### src/bes_pkg.sv
// Purpose: Shared constants and types for the receive-side bit error tester status block.
// Assumes: A 16-bit register port with even byte addresses.
// Notes:   All offsets, field positions and counts live here.
package bes_pkg;

   // ----------------------------------------------------------------------
   // Register offsets
   // ----------------------------------------------------------------------
   localparam logic [7:0] BES_BIT_COUNT_LOW_OFS       = 8'h78;
   localparam logic [7:0] BES_BIT_COUNT_HIGH_OFS      = 8'h7A;
   localparam logic [7:0] BES_STATUS_ERR_LOW_OFS      = 8'h7C;
   localparam logic [7:0] BES_ERR_HIGH_OFS            = 8'h7E;

   // ----------------------------------------------------------------------
   // Status field positions and reset values
   // ----------------------------------------------------------------------
   localparam int         BES_SYNC_BIT                = 0;
   localparam int         BES_ERR_OVF_BIT             = 1;
   localparam int         BES_BIT_OVF_BIT             = 2;
   localparam int         BES_ERR_SEEN_BIT            = 3;
   localparam int         BES_SYNC_LOSS_BIT           = 4;
   localparam int         BES_ZEROS_BIT               = 5;
   localparam int         BES_ONES_BIT                = 6;
   localparam int         BES_ERR_LOW_LSB             = 8;
   localparam logic [15:0] BES_READ_IDLE              = 16'h0000;

   // ----------------------------------------------------------------------
   // Counts
   // ----------------------------------------------------------------------
   localparam int         BES_ERR_COUNT_WIDTH         = 24;
   localparam int         BES_BIT_COUNT_WIDTH         = 32;
   localparam logic [5:0] BES_SYNC_MATCH_LAST         = 6'd31;
   localparam logic [5:0] BES_WINDOW_LAST             = 6'd63;
   localparam logic [2:0] BES_WINDOW_ERR_LAST         = 3'd5;
   localparam logic [4:0] BES_RUN_ALARM_COUNT         = 5'd31;
   localparam int         BES_REF_LEN                 = 15;
   localparam int         BES_REF_TAP_A               = 14;
   localparam int         BES_REF_TAP_B               = 13;

   // ----------------------------------------------------------------------
   // Types
   // ----------------------------------------------------------------------
   typedef enum logic {BES_SEARCH, BES_LOCKED} bes_state_t;

   typedef struct packed {
      logic overflow_irq_enable;
      logic error_irq_enable;
      logic sync_change_irq_enable;
      logic counter_clear_toggle;
   } bes_ctrl_t;

   typedef struct packed {
      logic       rd;
      logic [7:0] addr;
   } bes_cpu_req_t;

   typedef struct packed {
      logic all_ones_alarm;
      logic all_zeros_alarm;
      logic sync_loss_alarm;
      logic bit_error_seen_flag;
      logic bit_count_overflow_flag;
      logic error_count_overflow_flag;
   } bes_flags_t;

endpackage

### src/bes_sat_counter.sv
// Purpose: Saturating up counter with synchronous clear.
// Assumes: Clear and increment come from logic on the same clock.
// Notes:   The saturate pulse fires only on the step into the maximum.
module bes_sat_counter
   import bes_pkg::*;
#(
   parameter int WIDTH = 24
) (
   input  wire logic             clk_in,
   input  wire logic             reset_in,
   input  wire logic             clear_in,
   input  wire logic             inc_in,
   output logic [WIDTH-1:0]      count_out,
   output logic                  saturate_out
);

   if (WIDTH < 2) begin : g_width_check
      $error("bes_sat_counter needs WIDTH of at least 2");
   end

   localparam logic [WIDTH-1:0] MAX_COUNT = '1;

   logic [WIDTH-1:0] count_reg;
   logic [WIDTH-1:0] count_next;
   wire              at_max = (count_reg == MAX_COUNT);
   wire              step   = inc_in && !at_max && !clear_in;

   // Clear has priority; the count holds at the top instead of wrapping.
   assign count_next   = clear_in ? '0 : (step ? count_reg + 1'b1 : count_reg);
   assign saturate_out = step && (count_reg == MAX_COUNT - 1'b1);
   assign count_out    = count_reg;

   always_ff @(posedge clk_in) begin
      if (reset_in) count_reg <= '0;
      else          count_reg <= count_next;
   end

   property p_count_step;
      @(posedge clk_in) disable iff (reset_in)
      (inc_in && !clear_in && !at_max) |=> (count_reg == $past(count_reg) + 1'b1);
   endproperty
   a_count_step: assert property (p_count_step) else $error("count did not step by one");

   property p_count_hold_max;
      @(posedge clk_in) disable iff (reset_in)
      (at_max && !clear_in) |=> at_max;
   endproperty
   a_count_hold_max: assert property (p_count_hold_max) else $error("count left its maximum");

   property p_count_clear;
      @(posedge clk_in) disable iff (reset_in)
      clear_in |=> (count_reg == '0);
   endproperty
   a_count_clear: assert property (p_count_clear) else $error("count not cleared");

endmodule // bes_sat_counter

### src/bes_rx_status.sv
// Purpose: Receive-side bit error tester: sync search, error and bit counting, status flags.
// Assumes: Received clock and data arrive as pins and are sampled on clk_in.
// Notes:   Control bits and the master mask come in as plain inputs.
//
// Notes on behaviour
// Sync rises after 32 matching bits in row.
// Sync drops at six errors within 64 bits.
// Error count saturation latches overflow, clear on read.
// Bit count saturation latches overflow, clear on read.
// Overflow flags raise interrupt when enabled and unmasked.
// Errors seen while synchronized latch error flag.
// Error flag raises interrupt when enabled and unmasked.
// Searching latches loss alarm, held until read.
// Sync changes raise interrupt when enabled and unmasked.
// 31 zeros latch alarm; clears after a one.
// 31 ones latch alarm; clears after a zero.
// Reading status register clears all latched flags.
// Error count bytes placed across both registers.
// Error counter counts each errored bit.
// Error counting starts at first sync, never stops.
// Toggling the clear control zeroes both counters.
// Counters saturate at maximum, never wrap.
// Host clears after sync and at interval end.
// 32-bit bit counter counts every received bit.
// Errors are mismatches against regenerated reference pattern.
module bes_rx_status
   import bes_pkg::*;
(
   input  wire logic             clk_in,
   input  wire logic             reset_in,
   input  wire logic             rx_clock_in,
   input  wire logic             rx_data_in,
   input  wire bes_ctrl_t        ctrl_in,
   input  wire logic             master_status_irq_mask_in,
   input  wire bes_cpu_req_t     cpu_req_in,
   output logic [15:0]           cpu_rdata_out,
   output logic                  cpu_rvalid_out,
   output logic                  irq_out,
   output logic                  sync_out
);

   // ----------------------------------------------------------------------
   // Pin sampling
   // ----------------------------------------------------------------------
   logic              clk_meta_reg;
   logic              clk_sync_reg;
   logic              clk_prev_reg;
   logic              data_meta_reg;
   logic              data_sync_reg;

   always_ff @(posedge clk_in) begin
      if (reset_in) begin
         clk_meta_reg  <= 1'b0;
         clk_sync_reg  <= 1'b0;
         clk_prev_reg  <= 1'b0;
         data_meta_reg <= 1'b0;
         data_sync_reg <= 1'b0;
      end else begin
         clk_meta_reg  <= rx_clock_in;
         clk_sync_reg  <= clk_meta_reg;
         clk_prev_reg  <= clk_sync_reg;
         data_meta_reg <= rx_data_in;
         data_sync_reg <= data_meta_reg;
      end
   end

   // Data is taken on the rising edge of the received clock; both pins see the
   // same two-stage delay, so the sampling relation is kept.
   wire               bit_stb = clk_sync_reg && !clk_prev_reg;
   wire               rx_bit  = data_sync_reg;

   // ----------------------------------------------------------------------
   // Reference pattern and synchroniser
   // ----------------------------------------------------------------------
   bes_state_t        state_reg;
   bes_state_t        state_next;
   logic [BES_REF_LEN-1:0] ref_reg;
   logic [BES_REF_LEN-1:0] ref_next;
   logic [5:0]        match_cnt_reg;
   logic [5:0]        match_cnt_next;
   logic [5:0]        win_cnt_reg;
   logic [5:0]        win_cnt_next;
   logic [2:0]        win_err_reg;
   logic [2:0]        win_err_next;

   wire               locked   = (state_reg == BES_LOCKED);
   wire               ref_bit  = ref_reg[BES_REF_TAP_A] ^ ref_reg[BES_REF_TAP_B];
   wire               mismatch = (rx_bit != ref_bit);
   wire               bit_err  = bit_stb && locked && mismatch;
   wire               win_end  = (win_cnt_reg == BES_WINDOW_LAST);
   wire               err_trip = bit_err && (win_err_reg == BES_WINDOW_ERR_LAST);
   wire               run_done = bit_stb && !mismatch && (match_cnt_reg == BES_SYNC_MATCH_LAST);

   // While searching the reference is seeded from the line, so a clean stream
   // predicts itself; once locked it runs free so line errors do not propagate.
   assign ref_next = !bit_stb ? ref_reg :
                     locked   ? {ref_reg[BES_REF_LEN-2:0], ref_bit} :
                                {ref_reg[BES_REF_LEN-2:0], rx_bit};

   assign match_cnt_next = (!bit_stb || locked) ? (locked ? 6'd0 : match_cnt_reg) :
                           (mismatch ? 6'd0 : match_cnt_reg + 6'd1);

   // The 64-bit error window is a block window, restarted at lock and at each end.
   assign win_cnt_next = !locked ? 6'd0 : (bit_stb ? win_cnt_reg + 6'd1 : win_cnt_reg);
   assign win_err_next = !locked                 ? 3'd0 :
                         (bit_stb && win_end)    ? 3'd0 :
                         bit_err                 ? win_err_reg + 3'd1 :
                                                   win_err_reg;

   always_comb begin
      state_next = state_reg;
      unique case (state_reg)
         BES_SEARCH: if (run_done) state_next = BES_LOCKED;
         BES_LOCKED: if (err_trip) state_next = BES_SEARCH;
      endcase
   end

   always_ff @(posedge clk_in) begin
      if (reset_in) begin
         state_reg     <= BES_SEARCH;
         ref_reg       <= '0;
         match_cnt_reg <= 6'd0;
         win_cnt_reg   <= 6'd0;
         win_err_reg   <= 3'd0;
      end else begin
         state_reg     <= state_next;
         ref_reg       <= ref_next;
         match_cnt_reg <= match_cnt_next;
         win_cnt_reg   <= win_cnt_next;
         win_err_reg   <= win_err_next;
      end
   end

   assign sync_out = locked;

   // ----------------------------------------------------------------------
   // Counters
   // ----------------------------------------------------------------------
   logic              clear_prev_reg;
   logic              armed_reg;
   logic [BES_ERR_COUNT_WIDTH-1:0] err_count;
   logic [BES_BIT_COUNT_WIDTH-1:0] bit_count;
   logic              err_sat;
   logic              bit_sat;

   wire               count_clear = (ctrl_in.counter_clear_toggle != clear_prev_reg);
   // Once armed, mismatches keep counting through a loss of sync.
   wire               err_inc     = bit_stb && mismatch && armed_reg;

   always_ff @(posedge clk_in) begin
      if (reset_in) begin
         clear_prev_reg <= 1'b0;
         armed_reg      <= 1'b0;
      end else begin
         clear_prev_reg <= ctrl_in.counter_clear_toggle;
         if (locked) armed_reg <= 1'b1;
      end
   end

   bes_sat_counter #(
      .WIDTH        (BES_ERR_COUNT_WIDTH)
   ) u_err_counter (
      .clk_in       (clk_in),
      .reset_in     (reset_in),
      .clear_in     (count_clear),
      .inc_in       (err_inc),
      .count_out    (err_count),
      .saturate_out (err_sat)
   );

   bes_sat_counter #(
      .WIDTH        (BES_BIT_COUNT_WIDTH)
   ) u_bit_counter (
      .clk_in       (clk_in),
      .reset_in     (reset_in),
      .clear_in     (count_clear),
      .inc_in       (bit_stb),
      .count_out    (bit_count),
      .saturate_out (bit_sat)
   );

   // ----------------------------------------------------------------------
   // Run detectors for all-zeros and all-ones
   // ----------------------------------------------------------------------
   logic [4:0]        zero_run_reg;
   logic [4:0]        one_run_reg;

   wire               zero_full = (zero_run_reg == BES_RUN_ALARM_COUNT);
   wire               one_full  = (one_run_reg == BES_RUN_ALARM_COUNT);

   always_ff @(posedge clk_in) begin
      if (reset_in) begin
         zero_run_reg <= 5'd0;
         one_run_reg  <= 5'd0;
      end else if (bit_stb) begin
         zero_run_reg <= rx_bit ? 5'd0 : (zero_full ? zero_run_reg : zero_run_reg + 5'd1);
         one_run_reg  <= !rx_bit ? 5'd0 : (one_full ? one_run_reg : one_run_reg + 5'd1);
      end
   end

   // ----------------------------------------------------------------------
   // Latched flags and interrupt
   // ----------------------------------------------------------------------
   bes_flags_t        flags_reg;
   bes_flags_t        flags_set;
   bes_flags_t        flags_next;
   logic              sync_chg_reg;
   logic              sync_chg_next;

   wire               status_read = cpu_req_in.rd && (cpu_req_in.addr == BES_STATUS_ERR_LOW_OFS);
   wire               sync_change = (state_next != state_reg);

   // Alarms are level-set while their cause persists, so a read only clears
   // them once the cause has gone; events are single pulses.
   assign flags_set.error_count_overflow_flag = err_sat;
   assign flags_set.bit_count_overflow_flag   = bit_sat;
   assign flags_set.bit_error_seen_flag       = bit_err;
   assign flags_set.sync_loss_alarm           = !locked;
   assign flags_set.all_zeros_alarm           = zero_full;
   assign flags_set.all_ones_alarm            = one_full;

   // Set wins over the clear so an event in the read cycle is kept.
   assign flags_next    = (status_read ? '0 : flags_reg) | flags_set;
   assign sync_chg_next = (status_read ? 1'b0 : sync_chg_reg) | sync_change;

   always_ff @(posedge clk_in) begin
      if (reset_in) begin
         flags_reg    <= '0;
         sync_chg_reg <= 1'b0;
      end else begin
         flags_reg    <= flags_next;
         sync_chg_reg <= sync_chg_next;
      end
   end

   wire               irq_of   = ctrl_in.overflow_irq_enable &&
                                 (flags_reg.error_count_overflow_flag ||
                                  flags_reg.bit_count_overflow_flag);
   wire               irq_err  = ctrl_in.error_irq_enable && flags_reg.bit_error_seen_flag;
   wire               irq_sync = ctrl_in.sync_change_irq_enable && sync_chg_reg;

   assign irq_out = master_status_irq_mask_in && (irq_of || irq_err || irq_sync);

   // ----------------------------------------------------------------------
   // Register read port
   // ----------------------------------------------------------------------
   logic [15:0]       rdata_reg;
   logic              rvalid_reg;
   logic [15:0]       status_word;
   logic [15:0]       read_mux;

   always_comb begin
      status_word                   = '0;
      status_word[BES_SYNC_BIT]     = locked;
      status_word[BES_ERR_OVF_BIT]  = flags_reg.error_count_overflow_flag;
      status_word[BES_BIT_OVF_BIT]  = flags_reg.bit_count_overflow_flag;
      status_word[BES_ERR_SEEN_BIT] = flags_reg.bit_error_seen_flag;
      status_word[BES_SYNC_LOSS_BIT] = flags_reg.sync_loss_alarm;
      status_word[BES_ZEROS_BIT]    = flags_reg.all_zeros_alarm;
      status_word[BES_ONES_BIT]     = flags_reg.all_ones_alarm;
      status_word[BES_ERR_LOW_LSB +: 8] = err_count[7:0];
   end

   assign read_mux = (cpu_req_in.addr == BES_STATUS_ERR_LOW_OFS) ? status_word :
                     (cpu_req_in.addr == BES_ERR_HIGH_OFS)       ? err_count[23:8] :
                     (cpu_req_in.addr == BES_BIT_COUNT_LOW_OFS)  ? bit_count[15:0] :
                     (cpu_req_in.addr == BES_BIT_COUNT_HIGH_OFS) ? bit_count[31:16] :
                                                                   BES_READ_IDLE;

   always_ff @(posedge clk_in) begin
      if (reset_in) begin
         rdata_reg  <= BES_READ_IDLE;
         rvalid_reg <= 1'b0;
      end else begin
         rvalid_reg <= cpu_req_in.rd;
         if (cpu_req_in.rd) rdata_reg <= read_mux;
      end
   end

   assign cpu_rdata_out  = rdata_reg;
   assign cpu_rvalid_out = rvalid_reg;

   // ----------------------------------------------------------------------
   // Checks
   // ----------------------------------------------------------------------
   property p_sync_needs_run;
      @(posedge clk_in) disable iff (reset_in)
      $rose(sync_out) |-> ($past(match_cnt_reg) == BES_SYNC_MATCH_LAST);
   endproperty
   a_sync_needs_run: assert property (p_sync_needs_run) else $error("sync rose early");

   property p_sync_drop;
      @(posedge clk_in) disable iff (reset_in)
      (bit_err && win_err_reg == BES_WINDOW_ERR_LAST) |=> !sync_out;
   endproperty
   a_sync_drop: assert property (p_sync_drop) else $error("sync kept after sixth error");

   property p_err_ovf;
      @(posedge clk_in) disable iff (reset_in)
      err_sat |=> flags_reg.error_count_overflow_flag;
   endproperty
   a_err_ovf: assert property (p_err_ovf) else $error("error overflow not latched");

   property p_bit_ovf;
      @(posedge clk_in) disable iff (reset_in)
      bit_sat |=> flags_reg.bit_count_overflow_flag;
   endproperty
   a_bit_ovf: assert property (p_bit_ovf) else $error("bit overflow not latched");

   property p_irq_of;
      @(posedge clk_in) disable iff (reset_in)
      (err_sat && ctrl_in.overflow_irq_enable && master_status_irq_mask_in)
      ##1 (ctrl_in.overflow_irq_enable && master_status_irq_mask_in) |-> irq_out;
   endproperty
   a_irq_of: assert property (p_irq_of) else $error("overflow interrupt missing");

   property p_err_seen;
      @(posedge clk_in) disable iff (reset_in)
      bit_err |=> flags_reg.bit_error_seen_flag;
   endproperty
   a_err_seen: assert property (p_err_seen) else $error("bit error not latched");

   property p_loss_alarm;
      @(posedge clk_in) disable iff (reset_in)
      (state_reg == BES_SEARCH) |=> flags_reg.sync_loss_alarm;
   endproperty
   a_loss_alarm: assert property (p_loss_alarm) else $error("loss alarm not latched");

   property p_sync_irq;
      @(posedge clk_in) disable iff (reset_in)
      (sync_change && ctrl_in.sync_change_irq_enable && master_status_irq_mask_in)
      ##1 (ctrl_in.sync_change_irq_enable && master_status_irq_mask_in) |-> irq_out;
   endproperty
   a_sync_irq: assert property (p_sync_irq) else $error("sync change interrupt missing");

   property p_zeros;
      @(posedge clk_in) disable iff (reset_in)
      (bit_stb && !rx_bit && zero_run_reg == 5'd30) ##1 1'b1 |=> flags_reg.all_zeros_alarm;
   endproperty
   a_zeros: assert property (p_zeros) else $error("all-zeros alarm missing");

   property p_ones;
      @(posedge clk_in) disable iff (reset_in)
      (bit_stb && rx_bit && one_run_reg == 5'd30) ##1 1'b1 |=> flags_reg.all_ones_alarm;
   endproperty
   a_ones: assert property (p_ones) else $error("all-ones alarm missing");

   property p_read_clear;
      @(posedge clk_in) disable iff (reset_in)
      (status_read && flags_set == '0) |=> (flags_reg == '0);
   endproperty
   a_read_clear: assert property (p_read_clear) else $error("read did not clear flags");

   property p_err_count_starts;
      @(posedge clk_in) disable iff (reset_in)
      !armed_reg |-> (err_count == '0);
   endproperty
   a_err_count_starts: assert property (p_err_count_starts) else $error("counted before sync");

   property p_err_count_on;
      @(posedge clk_in) disable iff (reset_in)
      (armed_reg && !locked && bit_stb && mismatch && !count_clear && !(&err_count))
      |=> (err_count == $past(err_count) + 1'b1);
   endproperty
   a_err_count_on: assert property (p_err_count_on) else $error("count stopped off sync");

endmodule // bes_rx_status

### config.mk
export PLATFORM = sky130hd
export DESIGN_NAME = bes_rx_status
export DESIGN_NICKNAME = d
export VERILOG_FILES = /design/src/bes_pkg.sv /design/src/bes_sat_counter.sv /design/src/bes_rx_status.sv
export SDC_FILE = /design/constraint.sdc
export NUM_CORES = 1
export LEC_CHECK = 0
export ABC_CLOCK_PERIOD_IN_PS = 2800
export BUFFER_PORTS_ARGS = -buffer_cell sky130_fd_sc_hd__buf_2
export CORE_UTILIZATION = 45
export CTS_CLUSTER_DIAMETER = 80
export DETAILED_ROUTE_END_ITERATION = 16
export SYNTH_ARGS = -nofsm -noshare
export SYNTH_HDL_FRONTEND = slang
export SYNTH_SLANG_ARGS = --single-unit
### constraint.sdc
create_clock -name clk_in -period 2.8 [get_ports clk_in]
set_clock_uncertainty 0.15 [all_clocks]
set_input_delay 0.14 -clock clk_in [delete_from_list [all_inputs] [get_ports clk_in]]
set_output_delay 0.14 -clock clk_in [all_outputs]
set_load 0.01 [all_outputs]
==> out/summary.txt <==
status - finished clean
Ys Warns - 0
endpoints failing setup - 0
Arr. time, crit path - 2750 ps
IO Count - 37
post-synth net total - 776
pre-CTS setup slack - 256 ps
Setup crit end kind - flop
worst slew pin tran - 830 ps
Synth Instances - 746
post-DP HPWL - 10.8 mm
Worst Hold Class - input pin to flop
most frequent cells in the layout - dfxtp_1 (128), nor2_1 (99), nand2_1 (84)
Rows - 42
leakage power - 2.42 nW
Multi-input gate area - 3330 um^2
share of cells above drive strength 1 - 14.2%
initial antenna violation count - 0
root buffer cell - clkbuf_16
Fillers - 1279
Final min period - 2560 ps
pwr dens - 606 nW/um^2
Synth cell types - 47
vias in the first global route - 5267
cells on worst reg2reg path - 5
first-pass GRT wire length - 25.9 mm
final worst path period share - 91.6%
area grow syn2layout - 18.1%
max reg flops - 32
Mapped Area - 6110 um^2
# nets final - 813
total CTS buffers - 17
DR vias/cell - 5.63
Worst Setup EP - u_bit_counter.count_out[30]
adder and majority gate portion of the synthesized area - 2.46%
Die H - 119 um
Worst VDD drop - 0.353 mV
largest family of logic cells by synthesized area - simple AND/OR/NAND/NOR gates
core area - 13200 um^2
CP max FO - 7
Final ANT Viol Nets - 0
Slew HR - 44.4%
post-synthesis sequential area ratio - 41.9%
reg-to-reg endpoint - u_bit_counter.count_out[30]
CTS resizes - 0
Avg Inst Size Synth - 8.19 um^2
critical path startpoint category - flop
WP data required - 2980 ps
multiplexer area fraction after synthesis - 3.28%
Starting Density - 46.1%
fin. max-slew vios - 0
RSZ-0062 raised after global routing - no
ys flop type - dfxtp_1
Clock Latency Late Sink - 420 ps
Post-synth EDFFs - 0
number of synthesized register bits - 128
port bufs - 36
CTS max path bufs - 2
most common cell after layout, fill and taps aside - dfxtp_1
DRT iter0 DRCs - 367
largest net degree at the start of global routing - 68
maxcap violations - 0
grt ovf - 0
GPL Wtd Cong - 0.877
worst r2r src - u_bit_counter.count_out[2]
Reg clk slew, reported paths - 60 ps
xor/xnor share of the synthesized area - 5.98%
Tot GR Track Use - 23.4%
DR pass1 iterations - 4
Die X - 119 um
endpoints failing hold - 0
antenna cells - 0
Synth async-reset ratio - 0%
final setup margin - 236 ps
TNS Setup - 0 ps
drt wl/cell - 15.9 um
H-tree depth - 4
post-synthesis simple-gate area fraction - 24.4%
# DRC - 0
WS Path Type - flop to flop
Synth Area in Compound Gates - 18.0%
Fmax achieved - 0.390 GHz
# Post-CTS Setup Buffers - 0
FF+latch area - 2560 um^2
die area - 14000 um^2
final wirelength - 15.5 mm
CTS tree - built
Sink Count - 128
Worst Setup SP - u_bit_counter.count_out[2]
r2r setup slk - 240 ps
routed vias - 5469
==> cell type report <==
cell class / instances / area share [%]
multi-input combinational: 555 / 46.1
sequential: 128 / 35.5
clock buffer: 23 / 6.76
timing repair buffer: 64 / 5.52
tap: 176 / 3.05
clock inverter: 9 / 2.13
inverter: 17 / 0.884
==> critical path: stages, from the launching register on <==
cell     delay [ps]
dfxtp_1         430
nand4_1         150
or4_1           570
or4_1           650
or3_1           380
a21oi_1         140
==> cell usage after synthesis, types with 5 or more instances <==
| cell | instances | area [um^2] |
|---|---|---|
| xor2_1 | 6 | 52.6 |
| a31o_2 | 5 | 43.8 |
| o21ai_0 | 21 | 105 |
| a21oi_1 | 71 | 355 |
| or3_1 | 17 | 106 |
| a211oi_1 | 24 | 180 |
| and4_1 | 5 | 43.8 |
| nor3_1 | 12 | 60.1 |
| nor2b_1 | 8 | 50.1 |
| nand3_1 | 20 | 100 |
| a2111oi_0 | 7 | 61.3 |
| nor2_1 | 99 | 372 |
| xnor2_1 | 33 | 289 |
| inv_1 | 17 | 63.8 |
| ha_1 | 12 | 150 |
| o211ai_1 | 9 | 67.6 |
| mux2_2 | 8 | 90.1 |
| mux2i_1 | 11 | 110 |
| or4_1 | 5 | 37.5 |
| clkbuf_1 | 43 | 161 |
| nand2_1 | 84 | 315 |
| nand2b_1 | 5 | 31.3 |
| a311oi_1 | 6 | 52.6 |
| and3_1 | 7 | 43.8 |
| a22oi_1 | 12 | 90.1 |
| nor4_1 | 8 | 50.1 |
| dfxtp_1 | 128 | 2560 |
| nand4_1 | 26 | 163 |
==> layer usage <==
| metal | track usage (%) | vias to the layer above | share of wire (%) |
|---|---|---|---|
| li1 | - | 2758 | - |
| met1 | 29.7 | 2583 | 46 |
| met2 | 38.8 | 110 | 48 |
| met3 | 4.58 | 18 | 3.9 |
| met4 | 9.57 | 0 | 1.7 |
| met5 | 0 | - | 0 |
==> stage by stage <==
step	std cells	utilization, %	area [um^2]	hold slack (ps)	power, W
2_1_floorplan	746	-	6110	118	0.00198
3_3_place_gp	937	49.4	6540	210	0.00203
3_5_place_dp	937	49.4	6540	209	0.00203
4_1_cts	972	54.5	7210	45.0	0.00442
5_1_grt	972	54.5	7210	83.7	0.00452
6_report	972	54.5	7210	67.9	0.00437
==> cells by family after synthesis <==
group / count (synthesis)
XOR/XNOR: 40
multiplexers: 19
buffers and inverters: 63
AND/OR/NAND/NOR: 311
AO/OA/AOI/OAI: 173
adder cells (fa/ha/maj): 12
flip-flops: 128
==> what timing repair did <==
action,4_1_cts,5_1_grt
endpoints found under the hold margin,3,0
setup endpoints to repair,0,0
hold buffers,3,0
==> how the worst min path moves through the flow <==
stage	start	slack [ps]	cells past startpoint	to
4_1_cts	cpu_req_in[8]	50	3	cpu_rdata_out[15]
5_1_grt	cpu_req_in[8]	80	3	cpu_rdata_out[15]
3_5_place_dp	rx_clock_in	210	2	clk_meta_reg
2_1_floorplan	ctrl_in[0]	120	1	clear_prev_reg
3_3_place_gp	rx_clock_in	210	2	clk_meta_reg
6_report	cpu_req_in[8]	70	3	cpu_rdata_out[15]
==> where the power goes <==
part / internal, W / leakage (nW) / switching [W]
combinational: 0.0000498 / 1.07 / 0.000104
sequential: 0.00184 / 1.03 / 0.00000933
clock: 0.00158 / 0.309 / 0.000792
total: 0.00347 / 2.42 / 0.000905
(Power assumes the default switching activity.)
